===== src/design/sadd_pkg.sv =====
// Package for the subtractive adder datapath: widths, masks, reset values,
// load selects and the control and source carriers.
// Assumes the instruction control section drives every select on sys_clk.
package sadd_pkg;

   // Adder geometry: 24 stages in four groups of six.
   localparam int unsigned WORD_W = 24;
   localparam int unsigned GRP_W = 6;
   localparam int unsigned GRP_N = 4;
   localparam int unsigned ADDR_W = 14;
   localparam int unsigned TALLY_LSB = 14;

   // Reset values.
   localparam logic [23:0] WORD_RST = 24'h000000;
   localparam logic [13:0] PC_RST = 14'h0000;

   // Addend constants and field masks.
   localparam logic [23:0] PLUS_ONE = 24'h000001;
   localparam logic [23:0] PLUS_TWO = 24'h000002;
   localparam logic [23:0] UPD_ADDEND = 24'hFFC000;
   localparam logic [23:0] FORCE_MASK = 24'h004000;
   localparam logic [23:0] LOW14_MASK = 24'h003FFF;
   localparam logic [23:0] ADDR9_MASK = 24'h0001FF;

   // Operand register load sources.
   typedef enum logic [2:0] {XS_HOLD, XS_MEM, XS_ACC, XS_PC, XS_IDX, XS_BASE} sadd_xsel_t;

   // Addend register load sources.
   typedef enum logic [2:0] {
      DS_HOLD, DS_X, DS_XN, DS_ACCN, DS_X9, DS_P1, DS_P2, DS_UPD
   } sadd_dsel_t;

   // Accumulator and lower-rank load sources.
   typedef enum logic [2:0] {AS_HOLD, AS_CLR, AS_LOG, AS_ALG, AS_U} sadd_asel_t;
   typedef enum logic [1:0] {US_HOLD, US_SHL, US_SHR} sadd_usel_t;

   // Word-updating modes that steer forced and inhibited borrows.
   typedef enum logic [1:0] {UP_NONE, UP_CW, UP_ADV, UP_REP} sadd_upd_t;

   typedef struct packed {
      sadd_xsel_t x_sel;
      sadd_dsel_t d_sel;
      sadd_asel_t a_sel;
      sadd_usel_t u_sel;
      sadd_upd_t upd_mode;
      logic pc_load;
      logic sel_load;
   } sadd_ctrl_t;

   typedef struct packed {
      logic [23:0] mem_word;
      logic [23:0] idx_word;
      logic [13:0] base_word;
      logic shift_in;
   } sadd_src_t;

endpackage


===== src/design/sadd_datapath.sv =====
// Subtractive adder datapath: operand, addend, accumulator, lower-rank,
// program counter and selector word registers around a 24-bit adder.
// Assumes a control section on sys_clk sequences every load select.
//
// How it works
// - Result bit is half-subtract xor lower borrow.
// - Group bypass enable when group half-subtract zero and no forced borrow.
// - Borrow skips unable groups, wraps end-around.
// - Bypassed group result bits come out inverted.
// - Accumulator loads logical or algebraic difference.
// - Shifts go through lower rank, then back.
// - Control word: count down, address up.
// - Tally-and-advance: tally down, address up.
// - Tally-and-repeat: tally down, address kept.
// - Word update forces addend upper ten bits.
// - Forced borrow into stage 14 during update.
// - End-around borrow suppressed for count updates.
// - Repeat update forces end-around borrow too.
// - Program counter advanced by one or two.
// - Index modification sums address and index.
// - Base modification sums base and 9-bit address.
// - Add-one sum goes to the selector word.
// - Twenty-four stages in four groups of six.
// - Adder always subtracts complemented addend.
// - Half-subtract is operand xor complemented addend.
`timescale 1ns/1ps

module sadd_datapath (
   // Clock and reset.
   input wire logic sys_clk,
   input wire logic reset_n,
   // Control section requests and source words.
   input wire sadd_pkg::sadd_ctrl_t ctrl,
   input wire sadd_pkg::sadd_src_t src,
   // Results.
   output logic [23:0] acc_word,
   output logic [23:0] low_rank_word,
   output logic [13:0] pc_word,
   output logic [23:0] sel_word,
   output logic tally_zero
);

   logic [23:0] x_q;
   logic [23:0] d_q;
   logic [23:0] a_q;
   logic [23:0] u_q;
   logic [13:0] pc_q;
   logic [23:0] sel_q;

   logic [23:0] dn;
   logic [23:0] half;
   logic [23:0] full;
   logic [23:0] inj;
   logic [3:0] grp_gen;
   logic [3:0] grp_byp_en;
   logic [3:0] grp_cin;
   logic [3:0] grp_skip;
   logic force14;
   logic inhibit_ea;
   logic force_ea;
   logic end_borrow;

   // Ripple borrows through one six-stage group; inj ORs a borrow into a stage.
   function automatic logic [5:0] sadd_grp_borrow(input logic [5:0] x, input logic [5:0] n,
                                                  input logic cin, input logic [5:0] ij);
      logic b;
      logic [5:0] bo;
      b = cin;
      bo = 6'h00;
      for (int i = 0; i < 6; i++) begin
         b = b | ij[i];
         bo[i] = (~x[i] & n[i]) | (~(x[i] ^ n[i]) & b);
         b = bo[i];
      end
      return bo;
   endfunction

   // The addend is always complemented on its way in; no input gating.
   assign dn = ~d_q;
   assign half = x_q ^ dn;

   // Update controls; the control section keeps them off in plain arithmetic.
   assign force14 = (ctrl.upd_mode != sadd_pkg::UP_NONE);
   assign inhibit_ea = (ctrl.upd_mode == sadd_pkg::UP_CW) ||
                       (ctrl.upd_mode == sadd_pkg::UP_ADV);
   assign force_ea = (ctrl.upd_mode == sadd_pkg::UP_REP);
   assign inj = force14 ? sadd_pkg::FORCE_MASK : sadd_pkg::WORD_RST;

   // Four groups of six stages, each with its own generate and bypass enable.
   for (genvar g = 0; g < 4; g++) begin : g_grp
      logic [5:0] bo_free;
      logic [5:0] bo_live;
      logic [5:0] bin;
      assign bo_free = sadd_grp_borrow(x_q[g*6 +: 6], dn[g*6 +: 6], 1'b0, inj[g*6 +: 6]);
      assign grp_gen[g] = bo_free[5];
      // A group with all half-subtract bits zero neither needs nor satisfies a borrow.
      assign grp_byp_en[g] = (half[g*6 +: 6] == 6'h00) && (inj[g*6 +: 6] == 6'h00);
      assign grp_skip[g] = grp_byp_en[g] & grp_cin[g];
      assign bo_live = sadd_grp_borrow(x_q[g*6 +: 6], dn[g*6 +: 6], grp_cin[g],
                                       inj[g*6 +: 6]);
      assign bin = {bo_live[4:0], grp_cin[g]} | inj[g*6 +: 6];
      // A skipped group's zero difference becomes all ones.
      assign full[g*6 +: 6] = grp_skip[g] ? ~half[g*6 +: 6]
                                          : half[g*6 +: 6] ^ bin;
   end

   // Group borrow chain. Generate and enable do not depend on the carry in,
   // so the end-around term is solved in one pass with no combinational loop.
   always_comb begin
      end_borrow = grp_gen[3] | (grp_byp_en[3] & (grp_gen[2] | (grp_byp_en[2] &
                   (grp_gen[1] | (grp_byp_en[1] & grp_gen[0])))));
      if (inhibit_ea) begin
         grp_cin[0] = 1'b0;
      end else if (force_ea) begin
         grp_cin[0] = 1'b1;
      end else begin
         grp_cin[0] = end_borrow;
      end
      for (int g = 1; g < 4; g++) begin
         grp_cin[g] = grp_gen[g-1] | (grp_byp_en[g-1] & grp_cin[g-1]);
      end
   end

   // Operand register: memory word, accumulator, counter, index or base.
   always_ff @(posedge sys_clk) begin
      if (!reset_n) begin
         x_q <= sadd_pkg::WORD_RST;
      end else begin
         case (ctrl.x_sel)
            sadd_pkg::XS_MEM: x_q <= src.mem_word;
            sadd_pkg::XS_ACC: x_q <= a_q;
            sadd_pkg::XS_PC: x_q <= {10'h000, pc_q};
            sadd_pkg::XS_IDX: x_q <= src.idx_word & sadd_pkg::LOW14_MASK;
            sadd_pkg::XS_BASE: x_q <= {10'h000, src.base_word};
            default: x_q <= x_q;
         endcase
      end
   end

   // Addend register: transfers, complements and control constants.
   always_ff @(posedge sys_clk) begin
      if (!reset_n) begin
         d_q <= sadd_pkg::WORD_RST;
      end else begin
         case (ctrl.d_sel)
            sadd_pkg::DS_X: d_q <= x_q;
            sadd_pkg::DS_XN: d_q <= ~x_q;
            sadd_pkg::DS_ACCN: d_q <= ~a_q;
            sadd_pkg::DS_X9: d_q <= x_q & sadd_pkg::ADDR9_MASK;
            sadd_pkg::DS_P1: d_q <= sadd_pkg::PLUS_ONE;
            sadd_pkg::DS_P2: d_q <= sadd_pkg::PLUS_TWO;
            sadd_pkg::DS_UPD: d_q <= sadd_pkg::UPD_ADDEND;
            default: d_q <= d_q;
         endcase
      end
   end

   // Accumulator: logical or algebraic difference, or the lower rank back.
   always_ff @(posedge sys_clk) begin
      if (!reset_n) begin
         a_q <= sadd_pkg::WORD_RST;
      end else begin
         case (ctrl.a_sel)
            sadd_pkg::AS_CLR: a_q <= sadd_pkg::WORD_RST;
            sadd_pkg::AS_LOG: a_q <= half;
            sadd_pkg::AS_ALG: a_q <= full;
            sadd_pkg::AS_U: a_q <= u_q;
            default: a_q <= a_q;
         endcase
      end
   end

   // Lower rank takes the shifted accumulator; it costs a cycle per shift,
   // but the accumulator never has to shift itself in place.
   always_ff @(posedge sys_clk) begin
      if (!reset_n) begin
         u_q <= sadd_pkg::WORD_RST;
      end else begin
         case (ctrl.u_sel)
            sadd_pkg::US_SHL: u_q <= {a_q[22:0], src.shift_in};
            sadd_pkg::US_SHR: u_q <= {src.shift_in, a_q[23:1]};
            default: u_q <= u_q;
         endcase
      end
   end

   // Program counter takes the low address bits of the sum.
   always_ff @(posedge sys_clk) begin
      if (!reset_n) begin
         pc_q <= sadd_pkg::PC_RST;
      end else if (ctrl.pc_load) begin
         pc_q <= full[13:0];
      end
   end

   // Selector word carries sums back toward memory.
   always_ff @(posedge sys_clk) begin
      if (!reset_n) begin
         sel_q <= sadd_pkg::WORD_RST;
      end else if (ctrl.sel_load) begin
         sel_q <= full;
      end
   end

   assign acc_word = a_q;
   assign low_rank_word = u_q;
   assign pc_word = pc_q;
   assign sel_word = sel_q;
   // The control section uses this to skip updates of an exhausted tally.
   assign tally_zero = (x_q[23:14] == 10'h000);

   // Checking helpers.
   logic [23:0] chk_sum;
   logic [23:0] chk_adv;
   logic [23:0] chk_rep;
   logic [23:0] chk_shl;
   logic [24:0] chk_diff;
   logic [23:0] chk_oc;
   assign chk_sum = x_q + d_q;
   assign chk_adv = {x_q[23:14] - 10'h001, x_q[13:0] + 14'h0001};
   assign chk_rep = {x_q[23:14] - 10'h001, x_q[13:0]};
   assign chk_shl = {a_q[22:0], src.shift_in};
   // Plain 25-bit arithmetic models the adder apart from its borrow network:
   // a borrow out of the top stage comes back as one taken from the bottom.
   assign chk_diff = {1'b0, x_q} - {1'b0, ~d_q};
   assign chk_oc = chk_diff[24] ? chk_diff[23:0] - 24'h000001 : chk_diff[23:0];
endmodule


===== config.mk =====
export PLATFORM = sky130hd
export DESIGN_NAME = sadd_datapath
export DESIGN_NICKNAME = d
export VERILOG_FILES = /design/src/design/sadd_pkg.sv /design/src/design/sadd_datapath.sv
export SDC_FILE = /design/constraint.sdc
export NUM_CORES = 1
export LEC_CHECK = 0
export BUFFER_PORTS_ARGS = -buffer_cell sky130_fd_sc_hd__clkbuf_2
export CAP_MARGIN = 20
export CORE_ASPECT_RATIO = 0.9
export CORE_MARGIN = 8
export CORE_UTILIZATION = 40
export DETAILED_ROUTE_END_ITERATION = 10
export HOLD_SLACK_MARGIN = 0.15
export PLACE_DENSITY_LB_ADDON = 0.05
export SLEW_MARGIN = 20
export SYNTH_ARGS = -nofsm -noshare
export SYNTH_HDL_FRONTEND = slang
export SYNTH_SLANG_ARGS = --single-unit

===== constraint.sdc =====
create_clock -name sys_clk -period 5.51 [get_ports sys_clk]
set_input_delay 1.102 -clock sys_clk [delete_from_list [all_inputs] [get_ports sys_clk]]
set_output_delay 1.102 -clock sys_clk [all_outputs]
set_load 0.01 [all_outputs]

==> out/summary.md, run 1 <==
Once detail routing completed, the nets flagged for antenna violations numbered 0. Clock tree synthesis inserted a total of 17 buffers. The time the worst path needs with I/O delays and setup was 4.77 ns; the clock net sink count was 134. Post-route clock period utilization: 86.5%.

For this run, the total global-route usage over all layers was measured as 22.0%. For the peak clock frequency supported by timing, the log shows 210 MHz. Setup repair after global routing left no endpoint under its margin. The H-tree was split into 4 levels.

In this design, the largest share of critical-path delay is due to adder cells. The number of diodes is 0. Category of the worst setup path capture point: a flip-flop. Clock latency on the worst-skew pair, taken at its later pin, is 0.43 ns.

The cell seen most often among critical-path stages is sky130_fd_sc_hd__fa_1. In this run the tool buffered the top-level ports with 156 buffer cells. By startpoint and endpoint, the worst setup path is classified as input port to flip-flop. In the post-synthesis netlist, the biggest area contributors are sky130_fd_sc_hd__dfxtp_1 32%, sky130_fd_sc_hd__o21ai_0 8.5%, sky130_fd_sc_hd__nand2_1 5.5%, sky130_fd_sc_hd__a21oi_1 5.2%, sky130_fd_sc_hd__mux2i_1 5.0%.

Counting every net in the synthesized netlist gives 1178. The wire-length estimate of the detail-placed layout is 20900 um. The number of cells on the worst reg-to-reg path is 18. The first detailed-routing pass ran for 6 iterations.

TritonCTS built the clock tree. Arrival time reported for the critical path endpoint: 5.12 ns. The floorplan step defined a die boundary enclosing 0.0259 mm2. Pin placement for this block handled 167 I/O pins.

In this run the standard cell core region covers 0.0207 mm2. For this run, asynchronously set or reset flops after synthesis account for 0%. The starting density of the core was 40.6%; the gate count after technology mapping was 1051. The number of vias per cell after detailed routing was 5.49; the static leakage power was 4.26 nW.

Layout net count: 1282. The number of buffers added for setup after CTS was 0; the die outline height was 154 um. For this design, the CTS-stage hold fixing added 0 buffers.

The share of synthesized area in the top cell type comes to 31.9%. STA classifies the critical path startpoint as an input port. Entering global routing, the biggest net connects 83 pins. The sum of overflow across all layers after global routing was 0. The cell with the most instances after synthesis was sky130_fd_sc_hd__o21ai_0. The logs give 7988 for the via count and 0 for the initial antenna violation count. The routed design has 28400 um of wire.

After detailed routing, the average wire length per cell comes to 19.5 um. The post-route netlist has 20.6% of its cells at a drive strength greater than 1. The clock passes through at most 2 buffers. Setup violations remaining at the end of the flow were counted as 0. The average cell area after synthesis is 8.00 um2, and the largest fanout of any net on the critical path is 8.

The final hold violation count is 0. After clock tree synthesis, the clock-pin slew on the worst setup and hold paths is 0.06 ns. The clock arrives with 0.0115 ns of skew. Relative to the synthesized area, the layout overhead comes to 17.6%. The critical path crosses 19 cells after its start point. The run gives 1454 as the final cell count without fillers. The run finished with clean final reports.

Yosys mapped a number of flops with a built-in enable equal to 0. Count of state elements after synthesis: 134. The number of gates resized after CTS was 0.

For the pin with the worst max-slew slack, the measured transition is 1.02 ns. The first global-routing pass estimated 44900 um of wire. In the synthesized netlist the dominant register cell turns out to be sky130_fd_sc_hd__dfxtp_1. The signal on the critical path passes through clkbuf_2, inv_1, ha_1, nand4b_1, nor4_4, o211ai_1, nand4_4, nand2_4, nand2b_1, fa_1, inv_1, fa_1, and2_1, fa_1, fa_1, inv_1, fa_1, and3_1, a21oi_1. CTS placed an instance of sky130_fd_sc_hd__clkbuf_16 at the clock tree root. The number of buffers and inverters on the critical path works out to 4. The tightest min-delay check is of the flip-flop to flip-flop type.

The Yosys step of the flow raised 0 warnings. Dividing total power by cell area gives a power density of 292 mW/mm2. The detailed router finished its first iteration with 626 violations. Detailed routing placed a total of 2050 um of wire on met3. In the final routing, the length of wire on met1 measures 14400 um.

The unique cell type count in the Yosys netlist is 63. The required time at the endpoint of the critical path was 5.87 ns. The final core area utilization is 47.8%, and the final estimated routing congestion in global placement is 0.857.

In the synthesized netlist, the cells that appear most often are 142 x sky130_fd_sc_hd__o21ai_0, 134 x sky130_fd_sc_hd__dfxtp_1, 124 x sky130_fd_sc_hd__nand2_1. The mapped netlist covers 0.00841 mm2. For this run, the register share of the synthesized area comes to 31.9%.

The number of global-route vias before repair came out at 7624. The largest area contributor in the netlist was sky130_fd_sc_hd__dfxtp_1. For the number of placed cells counting well taps, the log shows 1422. The worst-path cell with the longest stage delay is sky130_fd_sc_hd__fa_1.

The die boundary width works out to 169 um. For this run, the slowest stage of the critical path takes 0.46 ns. Counting instances, the worst hold path has a depth of 2.

The max-capacitance violation count was 0. Adding up every negative setup slack in the final design gives 0 ns. The run gives 0 as the count of final max-slew check failures. In the detailed route, the total length drawn on met2 is 11600 um.

The initialized floorplan defines 50 standard-cell rows. VDD sags by at most 158 uV. Highest routing layer actually used: met4. The worst pin sits at a relative slew slack of 32.1%. For the DRC violation count after routing, the log shows 0.
## final cells by class
class,count,area (um2)
inverter,88,330
timing repair buffer,164,843
tap,286,358
clock buffer,21,480
multi-input combinational,750,5080
fill,2056,10800
clock inverter,11,114
sequential,134,2680
## state kept, by name, summed over array words and instances, names as in the netlist
signal	flops
pc_word	14
x_q	24
acc_word	24
low_rank_word	24
sel_word	24
d_q	24
## placed cells by master (no fill, tap or decap), types with 6 or more instances in the layout
master and n:
sky130_fd_sc_hd__o221a_2 16, sky130_fd_sc_hd__a22oi_1 15, sky130_fd_sc_hd__o31ai_1 10, sky130_fd_sc_hd__o21ai_0 142
sky130_fd_sc_hd__nand4_1 6, sky130_fd_sc_hd__nor2_1 34, sky130_fd_sc_hd__a31oi_1 28, sky130_fd_sc_hd__nand3_1 9
sky130_fd_sc_hd__o22ai_1 17, sky130_fd_sc_hd__ha_1 27, sky130_fd_sc_hd__and2_1 33, sky130_fd_sc_hd__a2bb2oi_1 14
sky130_fd_sc_hd__nand2_1 124, sky130_fd_sc_hd__o211a_1 22, sky130_fd_sc_hd__mux2i_1 42, sky130_fd_sc_hd__clkbuf_2 155
sky130_fd_sc_hd__inv_1 86, sky130_fd_sc_hd__clkbuf_16 17, sky130_fd_sc_hd__a21boi_0 7, sky130_fd_sc_hd__a21oi_1 87
sky130_fd_sc_hd__dfxtp_1 134, sky130_fd_sc_hd__a22o_1 8, sky130_fd_sc_hd__buf_4 9, sky130_fd_sc_hd__nor3_1 11
sky130_fd_sc_hd__mux2_2 14, sky130_fd_sc_hd__fa_1 20
## worst register-to-register path: cells and delay by family, from the launching register on
kind / cells / cell delay [ns]
adder cells (fa/ha/maj): 6 / 2.04
AND/OR/NAND/NOR: 7 / 1.39
flip-flops: 1 / 0.50
AO/OA/AOI/OAI: 2 / 0.32
buffers and inverters: 3 / 0.21
## power breakdown
part           total, mW  leakage (nW)  internal [mW]  switching, mW
clock network       1.15         0.283          0.677          0.476
registers           1.13          1.10           1.04         0.0920
logic              0.608          2.88          0.248          0.360
## routing by layer
metal / up-vias / global-route usage, %
li1: 3966 / -
met1: 3767 / 32.2
met2: 234 / 31.3
met3: 21 / 5.40
met4: 0 / 5.56
met5: - / 0
## kinds of logic after synthesis
| family | synth area share (%) |
|---|---|
| xor gates and xnor gates | 0.313 |
| AOI/OAI and AO/OA | 30.3 |
| adders and majority gates | 8.78 |
| buffers and inverters | 7.72 |
| muxes | 6.87 |
| DFF | 31.9 |
| and+or+nand+nor | 14.1 |
## final timing paths
kind                                 start            to  slack [ns]
worst max-delay path               ctrl[2]  acc_word[16]        0.74
worst min-delay path            pc_word[5]        x_q[5]        0.47
worst max register to register      x_q[4]  acc_word[16]        0.98
worst min register to register  pc_word[5]        x_q[5]        0.47
## stage by stage
| step | worst slack (ns) | cell area [um2] | hold slack [ns] | power, mW |
|---|---|---|---|---|
| final | 0.743 | 9890 | 0.474 | 2.89 |
| after global routing | 0.570 | 9890 | 0.507 | 3.04 |
| after CTS | 0.769 | 9890 | 0.476 | 2.92 |
| after detailed placement | 0.321 | 9290 | 0.464 | 1.76 |
| after global placement | 0.404 | 9290 | 0.464 | 1.75 |
| after floorplan | 0.747 | 8410 | 0.478 | 1.53 |
(Power assumes the default switching activity.)
==> run 2, diff against run 1 <==
- BUFFER_PORTS_ARGS: -buffer_cell sky130_fd_sc_hd__clkbuf_2 -> default
- DONT_BUFFER_PORTS: default -> 1
==> out/summary.md, run 2 (same netlist as run 1, synthesis figures left out) <==
The run finished with clean final reports. Clock-pin slew was measured on the worst setup and hold paths at 0.07 ns. In this run the standard cell core region covers 0.0207 mm2.

The worst path meets setup with 0.781 ns of slack. The largest buffer count on any clock path was 2. The run gives 20500 um as the HPWL after detailed placement. The setup path with the least slack is of type input port to flip-flop. The worst pin sits at a relative slew slack of 29.8%.

The tools report the worst IR drop on VDD as 171 uV. In this run the cell area measured after placement is 0.00852 mm2. In this run the vertical extent of the chip is 154 um. In this run the tool buffered the top-level ports with 0 buffer cells.

The first global-routing pass estimated 44300 um of wire. For the source-to-sink clock delay at the later pin of the worst-skew pair, the log shows 0.44 ns. The count of antenna-violating nets left after detailed routing was 0; the number of H-tree levels was 4. For the arrival time reported for the critical path endpoint, the log shows 5.09 ns.

Top-level I/O count: 167. Entering global routing, the biggest net connects 135 pins. Row generation in the floorplan step produced 50 rows. TritonCTS built the clock tree.

Setup violations remaining at the end of the flow were counted as 0. The number of placed cells counting well taps was 1266. The final hold violation count is 0. The tools report the number of buffers added for setup after CTS as 0.

Number of global-route vias before repair: 7161. The starting density of the core is 40.6%, and the number of vias per cell after detailed routing is 5.67. The final critical path takes up 85.8% of the cycle. The layout net count is 1126.

The count of final max-slew check failures was 0; the signed area change from the synthesized netlist to the final layout was 8.60%. STA puts the critical path data required time at 5.87 ns. The repair_antennas step left the layout with diodes totalling 0. The transition time at the pin with the least slew margin was 1.05 ns; the average wire length per cell after detail routing was 21.9 um. The tools report the cell area after layout as 0.00913 mm2. Before CTS, the worst setup slack after placement is 0.322 ns. The sum of overflow across all layers after global routing was 0; the peak clock frequency supported by timing was 211 MHz. The largest fanout of any net on the critical path works out to 16.

The die boundary width was 169 um. In the routed design, unresolved DRC markers number 0. The kind of start point of the critical path was an input port. The routed wire length came out at 28400 um. The design draws 2.84 mW. Worst-path cell with the longest stage delay: sky130_fd_sc_hd__fa_1. Setup repair after global routing left no endpoint under its margin. The type of the worst min-delay path was flip-flop to flip-flop. The largest stage delay on the critical path is 0.44 ns, and the time the worst path needs with I/O delays and setup is 4.73 ns. The logs give 17 for the number of CTS-inserted buffers and 21.9% for the overall fraction of global-route tracks in use. The maximum clock skew at final layout is 0.0179 ns. Walking the worst path, the cells encountered are inv_1, ha_1, nand4b_1, nor4_4, o221ai_2, nand4_4, nand2_4, nand2b_1, fa_1, inv_1, fa_1, and2_1, fa_1, fa_1, inv_1, fa_1, and3_1, a21oi_1. In the final timing run, aggregate negative setup slack is 0 ns. The tools report the final core area utilization as 44.1%. The run gives 7 as the number of detailed-routing iterations run before antenna repair. The routed layout has 7356 vias. The number of gates resized after CTS was 0. The library cells used most frequently in the layout, excluding fill and tap cells, are 142 x sky130_fd_sc_hd__o21ai_0, 134 x sky130_fd_sc_hd__dfxtp_1, 124 x sky130_fd_sc_hd__nand2_1.

The die covers 0.0259 mm2. The tools report the category of the worst setup path capture point as a flip-flop. Of the cells placed in the final design, the portion with a size suffix greater than 1 is 8.30%. Power spread over the standard cell area amounts to 310 mW/mm2.

The tools report the clock tree root buffer cell as sky130_fd_sc_hd__clkbuf_16. The count of cells in the finished layout, fillers not included, comes to 1298. The tightest hold path in the finished design has a slack of 0.521 ns. The run gives 558 as the DRC violation total after the first TritonRoute iteration. The count of hold buffers inserted by post-cts repair was 0. At the end of routability-driven placement, the weighted congestion stood at 0.824. Among the stages of the critical path, the cell type that occurs most often is sky130_fd_sc_hd__fa_1. Most common cell after layout, fill and taps aside: sky130_fd_sc_hd__o21ai_0. Max-cap violations in this run came to 0. The static leakage power is 3.59 nW, and the initial antenna violation count is 0. The run gives 134 as the clock net sink count.
## run 2: changes by cell type in the layout (fill, tap and decap cells not counted), sizes merged
cell and change:
clkinv +1, clkbuf -158, clkinvlp +1, bufinv +2
inv -1, buf -1
## run 2: final timing paths
check | startpoint | end | slack [ns] | depth (start not counted)
setup / recovery | ctrl[2] | acc_word[16] | 0.78 | 18
hold / removal | d_q[5] | d_q[5] | 0.52 | 2
setup reg to reg | x_q[5] | acc_word[16] | 0.91 | 18
hold reg to reg | d_q[5] | d_q[5] | 0.52 | 2
## run 2: cell type report
type,instances,area [um2]
Fill cell,2117,11600
Tap cell,286,358
Multi-Input combinational cell,750,5080
Timing Repair Buffer,8,71.3
Inverter,88,330
Clock inverter,14,174
Clock buffer,18,439
Sequential cell,134,2680
## run 2: where the power goes
group	internal (mW)	total, mW	switching (mW)
combinational	0.203	0.465	0.262
clock	0.727	1.21	0.478
sequential	1.04	1.16	0.123
total	1.97	2.84	0.864
## run 2: metal layers
metal  track usage, %  vias to the layer above  share of wire (%)
li1                 -                     3663                  -
met1             32.1                     3440                 50
met2             30.8                      229                 41
met3             6.14                       24                7.8
met4             5.06                        0                1.1
met5                0                        -                  0
## run 2: critical path, delay by kind of cell
| kind | cells | cell delay, ns |
|---|---|---|
| AO/OA/AOI/OAI | 2 | 0.33 |
| adder cells (fa/ha/maj) | 6 | 1.99 |
| buffers and inverters | 3 | 0.14 |
| AND/OR/NAND/NOR | 7 | 1.50 |
